$ cat config.mk
export PLATFORM = sky130hd
export DESIGN_NAME = mcs_sequencer
export DESIGN_NICKNAME = d
export VERILOG_FILES = /design/src/inc/mcs_pkg.sv /design/src/hdl/mcs_sequencer.sv
export SDC_FILE = /design/constraint.sdc
export NUM_CORES = 1
export LEC_CHECK = 0
export BUFFER_PORTS_ARGS = -buffer_cell sky130_fd_sc_hd__buf_4
export CAP_MARGIN = 15
export CORE_MARGIN = 2
export CORE_UTILIZATION = 30
export DETAILED_ROUTE_END_ITERATION = 16
export PLACE_DENSITY = 0.71
export SLEW_MARGIN = 20
export SYNTH_ARGS = -nofsm -noshare
export SYNTH_HDL_FRONTEND = slang
export SYNTH_SLANG_ARGS = --single-unit
$ cat constraint.sdc
create_clock -name core_clk -period 1.25 [get_ports core_clk]
set_clock_uncertainty 0.05 [all_clocks]
set_input_delay 0.25 -clock core_clk [delete_from_list [all_inputs] [get_ports core_clk]]
set_output_delay 0.25 -clock core_clk [all_outputs]
set_load 0.1 [all_outputs]
$ cat src/inc/mcs_pkg.sv
// Shared constants and types for the micro-sequencer control state logic.
// Assumes a single core clock domain and an APB register master.
`default_nettype none

package mcs_pkg;

  // Control state code, written as {state_b, state_a}.
  typedef enum logic [1:0] {
    MCS_S0 = 2'b00,
    MCS_S1 = 2'b01,
    MCS_S2 = 2'b10,
    MCS_S3 = 2'b11
  } mcs_state_t;

  // Width of the micro-instruction word.
  localparam int UI_W = 32;

  // Bit positions in the micro-instruction word; bit 00 is the MSB.
  localparam int IND_POS  = 26; // Bit 05, indirect.
  localparam int WR3_POS  = 28; // Bit 03.
  localparam int WR2_POS  = 29; // Bit 02.
  localparam int COND_POS = 6;  // Bit 25, conditional.

  // Reset values.
  localparam mcs_state_t ST_RST = MCS_S3;
  localparam logic [UI_W-1:0] UI_RST = 32'h0000_0000;

  // APB register byte offsets.
  localparam logic [11:0] CTRL_OFS = 12'h000;
  localparam logic [11:0] STAT_OFS = 12'h004;

  // Field positions in the control register.
  localparam int JAM_POS = 0;

  // Field positions in the status register.
  localparam int STA_A_POS    = 0;
  localparam int STA_B_POS    = 1;
  localparam int STA_MODULE_START_POS = 2;
  localparam int STA_HOLD_POS = 3;

endpackage

`default_nettype wire

$ cat src/hdl/mcs_sequencer.sv
// Four-state control sequencer for a micro-programmed processor.
// Assumes micro-instruction fields, module decodes and handshake inputs
// arrive from logic on core_clk, and an APB master on the same clock.
//
// Overview of operation
// - two state flops decode to four one-hot states
// - state zero decodes and gates the buses
// - memory control issued when leaving state zero
// - indirect reference goes to state two, else one
// - state two read replaces B bus, then one
// - store write skips modules, goes to three
// - start in state one, wait for finished
// - untaken conditional transfer goes one to three
// - otherwise state one returns to zero
// - load micro-instruction leaving state one
// - state three fetches next, loads micro-instruction
// - clear or address jam forces state three
// - D flops, no set term means clear
// - zero, indirect, not module zero sets b
// - zero, module zero or direct sets a
// - leaving state two always sets a
// - store write in state two sets b
// - taken condition, not inhibited, sets both
// - interrupt or trap suppresses the start
`timescale 1ns/1ns
`default_nettype none

module mcs_sequencer (
  input  wire logic                      core_clk,
  input  wire logic                      rst,
  input  wire logic [11:0]               paddr,
  input  wire logic                      psel,
  input  wire logic                      penable,
  input  wire logic                      pwrite,
  input  wire logic [31:0]               pwdata,
  output logic      [31:0]               prdata,
  output logic                           pready,
  output logic                           pslverr,
  input  wire logic [mcs_pkg::UI_W-1:0]  storeData,
  input  wire logic                      moduleZeroSelect_n,
  input  wire logic                      conditionalRegTransfer,
  input  wire logic                      conditionSignal,
  input  wire logic                      transferInhibit_n,
  input  wire logic                      interruptRequest,
  input  wire logic                      trapRequest,
  input  wire logic                      systemClear_n,
  input  wire logic                      addressJam,
  input  wire logic                      moduleFinished,
  output logic                           stateA_r,
  output logic                           stateB_r,
  output logic                           stateZeroDecode_r,
  output logic                           stateOneModuleComm_r,
  output logic                           stateTwoStoreRef_r,
  output logic                           stateThreeNextFetch_r,
  output logic                           moduleStart_r,
  output logic [mcs_pkg::UI_W-1:0]       microInstructionRegister_r,
  output logic                           uinstLoad_r,
  output logic                           memCtlIssue_r,
  output logic                           storeRead_r,
  output logic                           storeWrite_r
);
  import mcs_pkg::*;

  mcs_state_t state;
  mcs_state_t state_nxt;
  logic       aNxt;
  logic       bNxt;
  logic       sZero;
  logic       sOne;
  logic       sTwo;
  logic       sThree;
  logic       indirectBit;
  logic       storeReference;
  logic       storeWriteDec;
  logic       conditionalBit;
  logic       xferToThree;
  logic       holdOne;
  logic       forced;
  logic       jamSw_r;
  logic       startNxt;
  logic       apbDone;
  logic [31:0] rdData;
  logic       addrOk;

  // Current state and its raw decode.
  assign state  = mcs_state_t'({stateB_r, stateA_r});
  assign sZero  = (state == MCS_S0);
  assign sOne   = (state == MCS_S1);
  assign sTwo   = (state == MCS_S2);
  assign sThree = (state == MCS_S3);

  // Micro-instruction fields steering the transitions.
  assign indirectBit    = microInstructionRegister_r[IND_POS];
  assign conditionalBit = microInstructionRegister_r[COND_POS];
  assign storeWriteDec  = microInstructionRegister_r[WR3_POS]
                        & microInstructionRegister_r[WR2_POS];
  assign storeReference = indirectBit & moduleZeroSelect_n;

  // Untaken conditional transfer that needs a sequential fetch.
  assign xferToThree = conditionalRegTransfer & conditionalBit
                     & conditionSignal & transferInhibit_n;

  // The sequencer halts in state one while start is high and the module has not answered.
  // A clear or jam still overrides the hold, so a silent module cannot lock it up.
  assign holdOne = sOne & moduleStart_r & ~moduleFinished;

  // Clear from the system or an address jam from pin or software.
  // The software jam acts one cycle after its bus write completes.
  assign forced = ~systemClear_n | addressJam | jamSw_r;

  // Set terms of the two D flops; no active term means clear.
  always_comb begin
    aNxt = (sZero & ~storeReference)
         | sTwo
         | (sOne & xferToThree);
    bNxt = (sZero & storeReference)
         | (sTwo & storeWriteDec)
         | (sOne & xferToThree);
    if (forced) begin
      state_nxt = MCS_S3;
    end else if (holdOne) begin
      state_nxt = state;
    end else begin
      state_nxt = mcs_state_t'({bNxt, aNxt});
    end
  end

  // Start is raised in state one unless module zero is selected or an interrupt or trap is pending.
  assign startNxt = (state_nxt == MCS_S1) & moduleZeroSelect_n
                  & ~interruptRequest & ~trapRequest;

  // State flops, recomputed on every clock.
  always_ff @(posedge core_clk) begin
    if (rst) begin
      stateA_r <= ST_RST[0];
      stateB_r <= ST_RST[1];
    end else begin
      stateA_r <= state_nxt[0];
      stateB_r <= state_nxt[1];
    end
  end

  // Registered one-hot state decode.
  always_ff @(posedge core_clk) begin
    if (rst) begin
      stateZeroDecode_r     <= (ST_RST == MCS_S0);
      stateOneModuleComm_r  <= (ST_RST == MCS_S1);
      stateTwoStoreRef_r    <= (ST_RST == MCS_S2);
      stateThreeNextFetch_r <= (ST_RST == MCS_S3);
    end else begin
      stateZeroDecode_r     <= (state_nxt == MCS_S0);
      stateOneModuleComm_r  <= (state_nxt == MCS_S1);
      stateTwoStoreRef_r    <= (state_nxt == MCS_S2);
      stateThreeNextFetch_r <= (state_nxt == MCS_S3);
    end
  end

  // Module start handshake toward the other modules.
  always_ff @(posedge core_clk) begin
    if (rst) begin
      moduleStart_r <= 1'b0;
    end else begin
      moduleStart_r <= startNxt;
    end
  end

  // Micro-instruction register loads leaving state one or three.
  always_ff @(posedge core_clk) begin
    if (rst) begin
      microInstructionRegister_r <= UI_RST;
      uinstLoad_r                <= 1'b0;
    end else begin
      uinstLoad_r <= 1'b0;
      if (!forced && ((sOne && !holdOne) || sThree)) begin
        microInstructionRegister_r <= storeData;
        uinstLoad_r                <= 1'b1;
      end
    end
  end

  // Transition strobes for memory control and control-store access.
  always_ff @(posedge core_clk) begin
    if (rst) begin
      memCtlIssue_r <= 1'b0;
      storeRead_r   <= 1'b0;
      storeWrite_r  <= 1'b0;
    end else begin
      memCtlIssue_r <= sZero & ~forced;
      storeRead_r   <= sTwo & ~storeWriteDec & ~forced;
      storeWrite_r  <= sTwo & storeWriteDec & ~forced;
    end
  end

  // APB access phase: answer on the second cycle of penable.
  assign apbDone = psel & penable & pready;
  assign addrOk  = (paddr == CTRL_OFS) | (paddr == STAT_OFS);

  // Read mux; the control register reads back as zero.
  always_comb begin
    rdData = 32'h0000_0000;
    if (paddr == STAT_OFS) begin
      rdData[STA_A_POS]    = stateA_r;
      rdData[STA_B_POS]    = stateB_r;
      rdData[STA_MODULE_START_POS] = moduleStart_r;
      rdData[STA_HOLD_POS] = holdOne;
    end
  end

  // Bus answer flops.
  always_ff @(posedge core_clk) begin
    if (rst) begin
      pready  <= 1'b0;
      prdata  <= 32'h0000_0000;
      pslverr <= 1'b0;
    end else begin
      pready  <= psel & penable & ~pready;
      prdata  <= (psel & penable & ~pready & ~pwrite) ? rdData : 32'h0000_0000;
      pslverr <= psel & penable & ~pready & ~addrOk;
    end
  end

  // Software address jam; a one-cycle pulse per write of one.
  always_ff @(posedge core_clk) begin
    if (rst) begin
      jamSw_r <= 1'b0;
    end else begin
      jamSw_r <= apbDone & pwrite & (paddr == CTRL_OFS) & pwdata[JAM_POS];
    end
  end
endmodule

`default_nettype wire

### Yosys cells after proc, flatten, opt, wreduce, memory -nomap -nowiden

Cells that the tools add are included.

* add/subtract/negate cells: 0
* multiply operators: 0
* divide/modulo/power cells: 0
* magnitude comparators: 0
* equal/unequal tests: 7
* shifts and indexed selects: 0
* mux-type cells: 3
* bitwise logic cells: 45
* reduce and logical (&&, ||, !) cells: 9

Operator list (number)
* bitwise AND 1 bit: 26
* == test 12 x 3 -> 1 bit, second input constant: 1
* logical NOT 12 bit: 1
* inverter 1 bit: 12
* == test 2 bit, second input constant: 4
* OR 1 bit: 7
* == test 2 x 1 -> 1 bit, second input constant: 2
* logical NOT 2 bit: 2
* 2-to-1 mux 2 bit: 2
* OR reduction 3 bit: 1
* logical AND 1 bit: 2
* logical NOT 1 bit: 2
* logical OR 1 bit: 1
* 2-to-1 mux 1 bit: 1

* bits in registers: 78
* bits in latches: 0
* bits in writable memories: 0
* memory bits (read-only): 0
* logic and storage cells: 81
* memories: 0

### Longest topological paths before layout

* depth in word-level cells: 11
* depth in mapped cells: 5
* gate-level depth less buffers: 4

### Least setup slack after synthesis

OpenSTA, ideal clock, no wires.

* path kind: register to register
* start: reg stateB_r
* end: reg stateThreeNextFetch_r
* setup time: 134 ps
* data arrival time: 1828 ps
* required time: 1066 ps
* slack: -761 ps
* stages on the path, launching flop included: 6
* path buffers: 1
* cell sequence: dfxtp_1 -> buf_6 -> nand3b_4 -> a21oi_2 -> a211o_1 -> a21boi_1

* word-level cells in the longest chain between the ends: 7
* elaborated cells between the ends (all ways): 16
* those cells by class: eq/ne (3); mux (2); bitwise (10); reduce/logical (1)

Ends and longest elaborated chain
* start: declaration: line mcs_sequencer.sv:50 `output logic stateB_r,`
* start signal: assignment: line mcs_sequencer.sv:136 `stateB_r <= ST_RST[1];`
* start signal: assignment: line mcs_sequencer.sv:139 `stateB_r <= state_nxt[1];`
* == test 2 bit / logical NOT 2 bit (equally long branches): line mcs_sequencer.sv:89, mcs_sequencer.sv:87
* bitwise AND 1 bit (on tied branches): line mcs_sequencer.sv:117, mcs_sequencer.sv:113, mcs_sequencer.sv:116
* OR 1 bit (on tied branches): line mcs_sequencer.sv:117, mcs_sequencer.sv:114
* OR 1 bit (on tied branches): line mcs_sequencer.sv:118, mcs_sequencer.sv:115
* 2-to-1 mux 2 bit (*): line mcs_sequencer.sv:121 `end else if (holdOne) begin`
* 2-to-1 mux 2 bit (*): line mcs_sequencer.sv:119 `if (forced) begin`
* == test 2 bit (*): line mcs_sequencer.sv:154 `stateThreeNextFetch_r <= (state_nxt == MCS_S3);`
* end signal: assignment: line mcs_sequencer.sv:149 `stateThreeNextFetch_r <= (ST_RST == MCS_S3);`
* end signal: assignment: line mcs_sequencer.sv:154
* end: declaration: line mcs_sequencer.sv:54 `output logic stateThreeNextFetch_r,`

Every way passes the cells marked *; elsewhere a longest branch is shown, timed or not.
A chain may end at the register's enable or synchronous reset.

### Worst setup path after layout

* start: reg stateB_r
* end: reg microInstructionRegister_r[2] in the netlist's numbering

* word-level cells in the longest chain between the ends: 7
* elaborated cells between the ends (all ways): 8
* those cells by class: eq/ne (2); bitwise (2); reduce/logical (4)

Ends and longest elaborated chain
* == test 2 x 1 -> 1 bit: line mcs_sequencer.sv:88 `assign sOne = (state == MCS_S1);`
* bitwise AND 1 bit (2 in series): line mcs_sequencer.sv:105 `assign holdOne = sOne & moduleStart_r & ~moduleFinished;`
* logical NOT 1 bit: line mcs_sequencer.sv:174 `if (!forced && ((sOne && !holdOne) || sThree)) begin`
* logical AND 1 bit: line mcs_sequencer.sv:174
* logical OR 1 bit (*): line mcs_sequencer.sv:174
* logical AND 1 bit (*): line mcs_sequencer.sv:174
* end signal: assignment: line mcs_sequencer.sv:175 `microInstructionRegister_r <= storeData;`
* end: declaration: line mcs_sequencer.sv:56 `output logic [mcs_pkg::UI_W-1:0] microInstructionRegister_r,`

Marked as above.

==> metrics.md <==
| Metric | Value |
|---|---|
| Post-synth EDFFs | `0` |
| Crit path time final | `1320 ps` |
| Hold_buf cts | `0` |
| Global-route wire length before repair | `8.09 mm` |
| Row Count | `30` |
| CP startpoint kind | `flop` |
| Worst vdd ir | `460 uV` |
| Failing checks | `negative setup slack` |
| Area leader, netlist | `dfxtp_1` |
| Die Span X | `86.6 um` |
| Critical path type | `reg -> reg` |
| Clock-pin slew on the worst setup and hold paths | `90 ps` |
| Setup crit end kind | `flop` |
| Max-cap violation count | `0` |
| Top cell type's share of synthesized area | `0.489` |
| H-tree Lvls | `2` |
| WL per Instance | `12.6 um` |
| Top_reg_cell synth | `dfxtp_1` |
| Setup violators final | `34` |
| Post-synthesis cell count | `231` |
| Top post-synthesis cells by area | `dfxtp_1 49%, buf_4 13%, nand2_1 12%, a21oi_1 8.1%, nor3b_2 1.8%` |
| CP Launch Point | `stateB_r` |
| Arr. time, crit path | `1500 ps` |
| CTS tree | `done` |
| DRT iter0 DRCs | `27` |
| Most common cell in the synthesized netlist | `nand2_1` |
| Final Slew Violations | `0` |
| Final HPWL DP | `3.78 mm` |
| Crit Path Max Fanout | `6` |
| Hold slack final | `134 ps` |
| Clk Latency, worst-skew pair | `300 ps` |
| Maximum clock path buffer count | `2` |
| Worst Hold End | `microInstructionRegister_r[10]` |
| Reg2reg start | `stateB_r` |
| Setup WS post-layout | `-74.5 ps` |
| Fraction of registers with async set/reset | `0` |
| Worst Hold Launch | `storeData[10]` |
| Via count | `1,922` |
| Largest net degree at the start of global routing | `23` |
| #FFs+latches synth | `50` |
| Leakage | `1.56 nW` |
| Mean post-synth cell area | `8.86 um2` |
| Highest Clock Rate | `0.755 GHz` |
| Worst Hold Depth | `3` |
| Count of final hold-check violations | `0` |
| Antenna violations before repair | `0` |
| Antenna Cells | `0` |
| Clock root buffer | `clkbuf_8` |
| Post-synthesis cell type count | `32` |
| # IOs | `167` |
| Total chip power | `3.99 mW` |
| Final Cycle Share | `1.06` |
| Layout cells sized above 1 | `0.551` |
| Area of the core | `6680 um2` |
| Met3 wire length | `390 um` |
| GRT Total Usage | `0.140` |
| R2r setup slk | `-70 ps` |
| Number of global-route vias before repair | `1,715` |
| Nets | `445` |
| Area Growth Syn to Fin | `72.7%` |
| Final ANT Viol Nets | `0` |
| Worst EP required | `1430 ps` |
| Uppermost layer routed | `met4` |
| Reg2Reg Capture Point | `microInstructionRegister_r[2]` |
| R2r worst-path depth | `6` |
| Routed wl met2 | `2.87 mm` |
| Die height | `86.6 um` |
| Worst Hold Class | `in -> reg` |
| Drt pass-1 iters | `4` |
| # DRC | `0` |
| Die area | `7500 um2` |
| Synth Warn # | `0` |
| Wl on met1 | `2.20 mm` |
| Register area share after synthesis | `0.489` |
| RSZ-0062 raised after global routing | `yes` |
| Number of vias per cell | `4.41` |
| Routability Congestion | `0.775` |
| Port Buffer Count | `107` |
| Mapped cell area | `2050 um2` |
| Gr ovfl total | `0` |
| CTS Sinks | `50` |
| Post-synth top cells | `67 x nand2_1, 50 x dfxtp_1, 35 x buf_4` |
| Status | `finished with violations` |
| TritonCTS Buffers | `5` |
| WL final | `5.51 mm` |
| Initial Util | `0.306` |
| Power Density | `1130 nW/um2` |
## placed cells by master (no fill, tap or decap), drive strengths merged, types with 2 or more instances in the layout
| cell type | n |
|---|---|
| nor2 | 6 |
| buf | 130 |
| clkinv | 2 |
| nand2 | 67 |
| nor3b | 3 |
| dfxtp | 50 |
| clkbuf | 5 |
| conb | 28 |
| nand3 | 2 |
| nand3b | 4 |
| nor4 | 2 |
| nor3 | 5 |
| a21oi | 34 |
| and2 | 5 |
## how the worst max path moves through the flow
| stage | endpoint | slack (ps) | cells past startpoint |
|---|---|---|---|
| CTS | microInstructionRegister_r[8] | -50 | 5 |
| finish | microInstructionRegister_r[2] | -70 | 6 |
| floorplan | stateThreeNextFetch_r | -220 | 5 |
| detailed placement | microInstructionRegister_r[2] | -120 | 6 |
| global placement | microInstructionRegister_r[28] | -80 | 6 |
| global route | microInstructionRegister_r[22] | -150 | 6 |
## routing by layer
metal | track usage | vias up
met3 | 0.0410 | 6
met5 | 0 | -
li1 | - | 951
met4 | 0.0341 | 0
met1 | 0.168 | 882
met2 | 0.245 | 83
## cell type report
cell class / count / area (um2)
sequential: 50 / 1040
tap: 80 / 100
fill: 590 / 3150
multi-input combinational: 168 / 1010
timing repair buffer: 130 / 1300
clock buffer: 5 / 68.8
clock inverter: 3 / 16.3
## worst max-delay path, stage by stage (launching register included)
cell       delay, ps
dfxtp_4          370
buf_6            130
o2111ai_4        200
buf_12           170
buf_8            140
nand2_4           50
a21oi_2          140
## kinds of logic after synthesis
family	share of synthesized area
AOI/OAI and AO/OA	0.108
other	0.00183
DFF	0.489
and+or+nand+nor	0.259
buffers and inverters	0.142
## where the power goes
part | internal [mW] | switching (mW) | leakage [nW]
Sequential | 1.65 | 0.0560 | 0.415
Clock | 0.384 | 0.530 | 0.0416
Combinational | 0.386 | 0.992 | 1.11
## registers in the layout, indices dropped and copies added (netlist names)
signal and count:
stateB_r 1, uinstLoad_r 1, stateOneModuleComm_r 1, stateThreeNextFetch_r 1, microInstructionRegister_r 32, memCtlIssue_r 1, stateZeroDecode_r 1, pready 1
moduleStart_r 1, pslverr 1, stateA_r 1, storeWrite_r 1, jamSw_r 1, prdata 4, stateTwoStoreRef_r 1, storeRead_r 1
## stage by stage
stage | utilization | setup slack, ps | cells | setup TNS [ps] | instance area (um2)
after floorplan | - | -218 | 258 | -6320 | 2180
after global placement | 0.437 | -76.4 | 421 | -1930 | 2920
after detailed placement | 0.437 | -120 | 421 | -2770 | 2920
after CTS | 0.481 | -52.6 | 434 | -1170 | 3210
after global routing | 0.529 | -146 | 436 | -4080 | 3540
final | 0.529 | -74.5 | 436 | -1410 | 3540
## what timing repair did
item | CTS | global route
gates resized for setup | 38 | 87
endpoints found under the setup margin | 48 | 68
pin swaps | 14 | 19
gates cloned | 4 | 1
buffers inserted | 1 | 1
No activity file was read; power rests on OpenSTA's default activity.
